### config.mk
export PLATFORM = sky130hd
export DESIGN_NAME = hpbp_host_port
export DESIGN_NICKNAME = d
export VERILOG_FILES = /design/src/hpbp_pkg.sv /design/src/hpbp_strobe_edge.sv /design/src/hpbp_host_port.sv
export SDC_FILE = /design/constraint.sdc
export NUM_CORES = 1
export LEC_CHECK = 0
export ABC_AREA = 1
export BUFFER_PORTS_ARGS = -buffer_cell sky130_fd_sc_hd__buf_2
export CAP_MARGIN = 20
export CORE_ASPECT_RATIO = 1.25
export CORE_MARGIN = 8
export CORE_UTILIZATION = 45
export CTS_BUF_LIST = sky130_fd_sc_hd__clkbuf_2 sky130_fd_sc_hd__clkbuf_4 sky130_fd_sc_hd__clkbuf_8
export DETAILED_ROUTE_END_ITERATION = 8
export GPL_ROUTABILITY_DRIVEN = 0
export PLACE_DENSITY = 0.69
export SLEW_MARGIN = 20
export SYNTH_ARGS = -nofsm -noshare
export SYNTH_HDL_FRONTEND = slang
export SYNTH_SLANG_ARGS = --single-unit
### constraint.sdc
create_clock -name clk -period 3.85 [get_ports clk]
set_clock_uncertainty 0.2 [all_clocks]
set_input_delay 0.385 -clock clk [delete_from_list [all_inputs] [get_ports clk]]
set_output_delay 0.385 -clock clk [all_outputs]
set_load 0.02 [all_outputs]
### src/hpbp_pkg.sv
`default_nettype none
package hpbp_pkg;
	// Bus flavours selected by the address latch pin.
	typedef enum logic [1:0] {
		HPBP_BUS_STROBE_DIR,
		HPBP_BUS_SPLIT,
		HPBP_BUS_MUXED
	} hpbp_bus_t;

	localparam int          HPBP_DATA_W      = 8;
	localparam int          HPBP_ADDR_W      = 8;
	localparam int          HPBP_NUM_LOC     = 9;
	localparam logic [7:0]  HPBP_ADDR_RESET  = 8'h00;
	localparam logic [7:0]  HPBP_DATA_RESET  = 8'h00;
	localparam logic [7:0]  HPBP_LAST_LOC    = 8'h08;
	localparam logic [7:0]  HPBP_OE_OFF      = 8'hff;
	localparam logic [7:0]  HPBP_OE_ON       = 8'h00;
endpackage
`default_nettype wire

### src/hpbp_strobe_edge.sv
`timescale 1ns/10ps
`default_nettype none
// Registers a level and reports its rising and falling edges in the same cycle, against the registered sample.
module hpbp_strobe_edge (
	input  wire logic clk,
	input  wire logic nrst,
	input  wire logic level_in,
	input  wire logic reset_value,
	output logic      level_q,
	output logic      rise,
	output logic      fall
);
	logic level_reg;
	logic level_next;

	// The previous sample is the reference for both edges.
	always_comb begin
		level_next = level_in;
	end

	// Reset loads a fixed high idle level; the caller's reset_value is not used.
	always_ff @(posedge clk or negedge nrst) begin
		if (!nrst) begin
			level_reg <= 1'b1;
		end else begin
			level_reg <= level_next;
		end
	end

	assign level_q = level_reg;
	assign rise    = level_in & ~level_reg;
	assign fall    = ~level_in & level_reg;

	// The reset_value port documents the idle level; only high idles are used here.
	logic unused_reset_value;
	assign unused_reset_value = reset_value;
endmodule // hpbp_strobe_edge
`default_nettype wire

### src/hpbp_host_port.sv
`timescale 1ns/10ps
`default_nettype none
// Summary of operation
// - Eight-bit host port, multiplexed or separate address and data lines.
// - Address latch held high at reset selects strobe and direction bus.
// - Address latch held low at reset selects split read/write strobe bus.
// - Any edge on address latch after the strap clock switches to multiplexed bus at the next clock.
// - Multiplexed bus is kept until hardware reset.
// - Multiplexed: address on shared lines captured while latch is high.
// - Chip select low selects device; strobes ignored while it is high.
// - Strobe bus: direction high means read, low means write.
// - Strobe bus: write completes at data strobe rising edge.
// - Split and multiplexed buses: read strobe reads, write strobe writes.
// - Non-multiplexed: address from eight address inputs, data on eight lines.
// - Multiplexed: eight shared lines carry address then data.
// - Pending mailbox interrupt shown on one open-drain low-active output.
module hpbp_host_port #(
	parameter int DATA_W = hpbp_pkg::HPBP_DATA_W,
	parameter int ADDR_W = hpbp_pkg::HPBP_ADDR_W
) (
	input  wire logic              clk,
	input  wire logic              nrst,
	input  wire logic              chip_sel_n,
	input  wire logic              addr_latch,
	input  wire logic              rd_n_data_strobe_n,
	input  wire logic              wr_n_rd_wr,
	input  wire logic [ADDR_W-1:0] addr_in,
	input  wire logic [DATA_W-1:0] ad_in,
	output logic      [DATA_W-1:0] ad_out,
	output logic      [DATA_W-1:0] ad_oe_n,
	input  wire logic              irq_pending,
	output logic                   irq_out,
	output logic                   irq_oe_n,
	output logic      [1:0]        bus_type,
	output logic      [ADDR_W-1:0] loc_addr,
	output logic      [DATA_W-1:0] loc_wdata,
	output logic                   loc_wr,
	output logic                   loc_rd,
	input  wire logic [DATA_W-1:0] loc_rdata
);
	initial begin
		if (DATA_W != 8 || ADDR_W != 8) begin
			$error("hpbp_host_port serves only an eight-bit port");
		end
	end

	hpbp_pkg::hpbp_bus_t bus_reg, bus_next;
	logic                strap_done_reg, strap_done_next;
	logic                ale_q, ale_rise, ale_fall;
	logic                ds_q, ds_rise, ds_fall;
	logic                wr_q, wr_rise, wr_fall;
	logic [ADDR_W-1:0]   latch_addr_reg, latch_addr_next;
	logic [ADDR_W-1:0]   loc_addr_reg, loc_addr_next;
	logic [DATA_W-1:0]   loc_wdata_reg, loc_wdata_next;
	logic                loc_wr_reg, loc_wr_next;
	logic                loc_rd_reg, loc_rd_next;
	logic [DATA_W-1:0]   ad_out_reg, ad_out_next;
	logic [DATA_W-1:0]   ad_oe_n_reg, ad_oe_n_next;
	logic                irq_oe_n_reg, irq_oe_n_next;
	logic                rd_active;
	logic [ADDR_W-1:0]   cur_addr;

	// Edge detectors on the latch pin and the two strobes.
	hpbp_strobe_edge u_ale (
		.clk        (clk),
		.nrst       (nrst),
		.level_in   (addr_latch),
		.reset_value(1'b1),
		.level_q    (ale_q),
		.rise       (ale_rise),
		.fall       (ale_fall)
	);
	hpbp_strobe_edge u_ds (
		.clk        (clk),
		.nrst       (nrst),
		.level_in   (rd_n_data_strobe_n),
		.reset_value(1'b1),
		.level_q    (ds_q),
		.rise       (ds_rise),
		.fall       (ds_fall)
	);
	hpbp_strobe_edge u_wr (
		.clk        (clk),
		.nrst       (nrst),
		.level_in   (wr_n_rd_wr),
		.reset_value(1'b1),
		.level_q    (wr_q),
		.rise       (wr_rise),
		.fall       (wr_fall)
	);

	// Address of the access in the current flavour.
	function automatic logic [ADDR_W-1:0] pick_addr(input hpbp_pkg::hpbp_bus_t b,
			input logic [ADDR_W-1:0] latched, input logic [ADDR_W-1:0] direct);
		pick_addr = (b == hpbp_pkg::HPBP_BUS_MUXED) ? latched : direct;
	endfunction

	assign cur_addr = pick_addr(bus_reg, latch_addr_reg, addr_in);

	// A read is active while selected and the read strobe is low, with direction high in the strobe flavour.
	always_comb begin
		if (chip_sel_n) begin
			rd_active = 1'b0;
		end else if (bus_reg == hpbp_pkg::HPBP_BUS_STROBE_DIR) begin
			rd_active = wr_n_rd_wr & ~rd_n_data_strobe_n;
		end else begin
			rd_active = ~rd_n_data_strobe_n;
		end
	end

	// Bus flavour: strap is caught on the first clock after reset, edges then force muxed.
	// The strap uses the pin sample, not the edge detector, since the detector idles high.
	always_comb begin
		bus_next        = bus_reg;
		strap_done_next = 1'b1;
		if (!strap_done_reg) begin
			bus_next = addr_latch ? hpbp_pkg::HPBP_BUS_STROBE_DIR
				: hpbp_pkg::HPBP_BUS_SPLIT;
		end else if (ale_rise || ale_fall) begin
			bus_next = hpbp_pkg::HPBP_BUS_MUXED;
		end
		if (bus_reg == hpbp_pkg::HPBP_BUS_MUXED) begin
			bus_next = hpbp_pkg::HPBP_BUS_MUXED;
		end
	end

	always_ff @(posedge clk or negedge nrst) begin
		if (!nrst) begin
			bus_reg        <= hpbp_pkg::HPBP_BUS_STROBE_DIR;
			strap_done_reg <= 1'b0;
		end else begin
			bus_reg        <= bus_next;
			strap_done_reg <= strap_done_next;
		end
	end

	// Address capture follows the latch while high and freezes when it falls.
	always_comb begin
		latch_addr_next = latch_addr_reg;
		if (addr_latch && strap_done_reg && (bus_reg == hpbp_pkg::HPBP_BUS_MUXED
				|| ale_rise || ale_fall)) begin
			latch_addr_next = ad_in;
		end
	end

	always_ff @(posedge clk or negedge nrst) begin
		if (!nrst) begin
			latch_addr_reg <= hpbp_pkg::HPBP_ADDR_RESET;
		end else begin
			latch_addr_reg <= latch_addr_next;
		end
	end

	// Access side: write pulses at the end of the strobe, read pulse at its start.
	// Writes are taken at strobe release so the host's data has settled.
	always_comb begin
		loc_addr_next  = loc_addr_reg;
		loc_wdata_next = loc_wdata_reg;
		loc_wr_next    = 1'b0;
		loc_rd_next    = 1'b0;
		if (!chip_sel_n) begin
			case (bus_reg)
				hpbp_pkg::HPBP_BUS_STROBE_DIR: begin
					if (ds_fall && wr_n_rd_wr) begin
						loc_rd_next   = 1'b1;
						loc_addr_next = cur_addr;
					end
					if (ds_rise && !wr_n_rd_wr) begin
						loc_wr_next    = 1'b1;
						loc_addr_next  = cur_addr;
						loc_wdata_next = ad_in;
					end
				end
				hpbp_pkg::HPBP_BUS_SPLIT, hpbp_pkg::HPBP_BUS_MUXED: begin
					if (ds_fall) begin
						loc_rd_next   = 1'b1;
						loc_addr_next = cur_addr;
					end
					if (wr_rise) begin
						loc_wr_next    = 1'b1;
						loc_addr_next  = cur_addr;
						loc_wdata_next = ad_in;
					end
				end
				default: begin
					loc_wr_next = 1'b0;
				end
			endcase
		end
	end

	always_ff @(posedge clk or negedge nrst) begin
		if (!nrst) begin
			loc_addr_reg  <= hpbp_pkg::HPBP_ADDR_RESET;
			loc_wdata_reg <= hpbp_pkg::HPBP_DATA_RESET;
			loc_wr_reg    <= 1'b0;
			loc_rd_reg    <= 1'b0;
		end else begin
			loc_addr_reg  <= loc_addr_next;
			loc_wdata_reg <= loc_wdata_next;
			loc_wr_reg    <= loc_wr_next;
			loc_rd_reg    <= loc_rd_next;
		end
	end

	// Pin drive: data only during a selected read; interrupt only pulls low.
	// The host must keep to locations up to 08h; others read back zero.
	always_comb begin
		ad_out_next   = hpbp_pkg::HPBP_DATA_RESET;
		ad_oe_n_next  = hpbp_pkg::HPBP_OE_OFF;
		irq_oe_n_next = ~irq_pending;
		if (rd_active) begin
			ad_oe_n_next = hpbp_pkg::HPBP_OE_ON;
			if (cur_addr <= hpbp_pkg::HPBP_LAST_LOC) begin
				ad_out_next = loc_rdata;
			end
		end
	end

	always_ff @(posedge clk or negedge nrst) begin
		if (!nrst) begin
			ad_out_reg   <= hpbp_pkg::HPBP_DATA_RESET;
			ad_oe_n_reg  <= hpbp_pkg::HPBP_OE_OFF;
			irq_oe_n_reg <= 1'b1;
		end else begin
			ad_out_reg   <= ad_out_next;
			ad_oe_n_reg  <= ad_oe_n_next;
			irq_oe_n_reg <= irq_oe_n_next;
		end
	end

	assign ad_out    = ad_out_reg;
	assign ad_oe_n   = ad_oe_n_reg;
	assign irq_out   = 1'b0;
	assign irq_oe_n  = irq_oe_n_reg;
	assign bus_type  = bus_reg;
	assign loc_addr  = loc_addr_reg;
	assign loc_wdata = loc_wdata_reg;
	assign loc_wr    = loc_wr_reg;
	assign loc_rd    = loc_rd_reg;

	// Registered strobe levels are kept for visibility only.
	logic unused_levels;
	assign unused_levels = ale_q ^ ds_q ^ wr_q ^ wr_fall;
endmodule // hpbp_host_port
`default_nettype wire

==> summary.md <==
| Metric | Value |
|---|---|
| Status | `completed` |
| Overall power | `1150 uW` |
| Ranking of synthesized cells by area | `dfrtp_1, nand2_1, dfstp_2, inv_1, o21ai_2` |
| Final setup vio count | `0` |
| Routed vias/inst | `4.45` |
| Seq/Total Area, Yosys | `52.9%` |
| Starting Density | `46.2%` |
| CP Class | `reg2reg` |
| CTS buffer count | `5` |
| I/O Buffers | `67` |
| Worst R2R Start | `bus_type[0]` |
| Total placed instance area | `2300 um^2` |
| Worst setup SP type | `register` |
| Die width | `75.6 um` |
| Slew HR | `40.4%` |
| Post-synth top area share | `46.4%` |
| Clock Tree Root | `clkbuf_8` |
| Number of global-route vias before repair | `1644` |
| Core Box Area | `4320 um^2` |
| Area leader, netlist | `dfrtp_1` |
| Worst EP arrival | `2.07 ns` |
| Final hold vios | `0` |
| Die height | `90.5 um` |
| DP Wirelength | `3.19 mm` |
| Maximum number of pins on one net before global-route repair | `43` |
| CTS sink cnt | `42` |
| Drt first pass iters | `4` |
| Setup tns final | `0 ns` |
| Tightest Pin Transition | `0.894 ns` |
| Layout cell share with drive strength beyond 1 | `34.4%` |
| Comb power frac | `26.1%` |
| Max Transition Viols Final | `0` |
| R2R cell count | `6` |
| Post-DR wirelength/cell | `11.8 um` |
| Clk network pwr share | `25.6%` |
| Hold Crit Class | `in2async` |
| # Post-CTS Setup Buffers | `0` |
| Max cap viols | `0` |
| Power share of the sequential group | `48.2%` |
| Routed WL | `4.06 mm` |
| Clock tree buffer depth | `2` |
| Placed cells | `334` |
| Residual DRC count | `0` |
| Syn Inst Count | `222` |
| Syn Nets | `258` |
| RSZ-0062 raised after global routing | `false` |
| Ys Warns | `0` |
| Reg-to-reg setup timing slack | `1.80 ns` |
| # rows | `27` |
| CP required | `3.87 ns` |
| Reg2reg end | `latch_addr_reg[1]` |
| Starting DRT DRC Count | `54` |
| Clock network latency to the later pin of the worst-skew pair | `0.29 ns` |
| First-pass GRT wire length | `7.09 mm` |
| Antenna fix cells | `0` |
| Pwr dens | `479 nW/um^2` |
| Internal power | `776 uW` |
| Initial antenna violation count | `0` |
| Non-filler cells, final | `343` |
| Fmax | `487 MHz` |
| Sw Ratio | `32.6%` |
| Post_cts resized | `0` |
| Worst-path fanout max | `16` |
| Utilization after layout | `55.5%` |
| Antenna-violating nets left | `0` |
| Cell area after layout | `2400 um^2` |
| Total gr overflow | `0` |
| Worst-path clk slew | `0.07 ns` |
| Mapped cell area | `2000 um^2` |
| Post-synth cell types | `28` |
| Avg Inst Size Synth | `9.00 um^2` |
| Worst Setup End Kind | `register` |
| H-tree levels | `2` |
| Leakage power | `0.00136 uW` |
| # IOs | `69` |
| Gr usage total | `13.4%` |
| Crit path time final | `2.05 ns` |
| CTS tree | `yes` |
| Vias | `1526` |
| Die area | `6840 um^2` |
| FF+latch count, synth | `42` |
| Peak supply drop | `0.000341 V` |
| Layout area overhead | `20.2%` |
| Fin crit share | `53.3%` |
| Reported net switching power | `375 uW` |
| Final net count | `320` |
worst max-delay path by stage:
stage,slack [ns],endpoint,startpoint,depth (start not counted)
after floorplan,2.13,loc_addr[0],bus_type[0],8
after global placement,1.88,latch_addr_reg[1],bus_type[0],6
after detailed placement,1.80,latch_addr_reg[3],bus_type[0],6
after CTS,1.79,latch_addr_reg[3],bus_type[0],6
after global routing,1.58,latch_addr_reg[1],bus_type[0],6
final,1.80,latch_addr_reg[1],bus_type[0],6
logic make-up (layout without fill, tap and decap cells):
| group | count (synthesis) | after routing | share of synthesized area (%) |
|---|---|---|---|
| flops | 42 | 42 | 52.9 |
| buf+inv | 45 | 108 | 11.5 |
| compound gates | 22 | 22 | 7.39 |
| simple gates | 106 | 106 | 24.7 |
| other cells | 2 | 2 | 0.376 |
| fa+ha+maj | 5 | 5 | 3.13 |
synthesized netlist by cell type:
library cell  instances
nand2_1              72
conb_1                2
nand3_1               3
nor3_1                1
o32ai_1               1
nand3b_1              7
nor2_2                2
dfstp_2               5
ha_1                  5
nand2_4               1
or2_1                 1
inv_1                32
o21ai_0               7
nand3_4               1
o21ai_2               8
a21oi_1               1
nand3b_4              1
clkbuf_1              1
o21a_1                1
nand3_2               1
buf_4                 8
buf_6                 4
o21ai_1               3
and2_1                1
nor2_1               11
dfrtp_1              37
nand2_2               4
o22ai_1               1
metal layers:
layer / GRT usage [%] / vias to the layer above / part of all wire [%]
li1: - / 786 / -
met1: 13.7 / 691 / 38
met2: 22.5 / 41 / 50
met3: 5.11 / 8 / 8.8
met4: 6.59 / 0 / 2.9
met5: 0 / - / 0
what timing repair did:
action                                  4_1_cts  5_1_grt
hold endpoints to repair                      1        0
endpoints found under the setup margin        0        0
hold buffers                                  1        0
cell usage in the layout, fill, tap and decap left out, types with 2 or more instances in the layout:
| cell type | netlist | layout |
|---|---|---|
| buf_2 | 0 | 67 |
| clkbuf_8 | 0 | 6 |
| conb_1 | 2 | 2 |
| dfrtp_1 | 37 | 37 |
| dfstp_2 | 5 | 5 |
| ha_1 | 5 | 5 |
| inv_1 | 32 | 32 |
| nand2_1 | 72 | 72 |
| nand2_2 | 4 | 4 |
| nand3_1 | 3 | 3 |
| nand3b_1 | 7 | 7 |
| nor2_1 | 11 | 11 |
| nor2_2 | 2 | 2 |
| o21ai_0 | 7 | 7 |
| o21ai_1 | 3 | 3 |
| o21ai_2 | 8 | 8 |
area by class of cell:
type	count	area (um^2)
multi-input cells	135	711
well taps	58	72.6
flip-flops and latches	42	1060
inverters	32	120
repair buffers	68	345
clock inverters	1	5.00
fillers	465	1920
clock buffers	7	90.1
power groups by stage:
stage,clock network [uW],registers (uW),logic (uW)
final,295,555,301
after global routing,319,566,341
after CTS,306,556,307
after detailed placement,0,563,306
after global placement,0,561,300
after floorplan,0,641,118
per-stage QoR:
| step | setup WS, ns | hold WS (ns) |
|---|---|---|
| 2_1_floorplan | 2.13 | -0.111 |
| 3_3_place_gp | 1.88 | 0.251 |
| 3_5_place_dp | 1.80 | 0.253 |
| 4_1_cts | 1.79 | 0.0160 |
| 5_1_grt | 1.58 | 0.0141 |
| 6_report | 1.80 | 0.00866 |
critical path, cell delays in order, from the launching register on:
cell and delay [ns]:
dfrtp_1 0.38, inv_1 0.07, ha_1 0.34, nor3_1 0.20, or2_1 0.54, nand2_1 0.16
o21ai_2 0.09
Power figures use the tool's default switching activity.
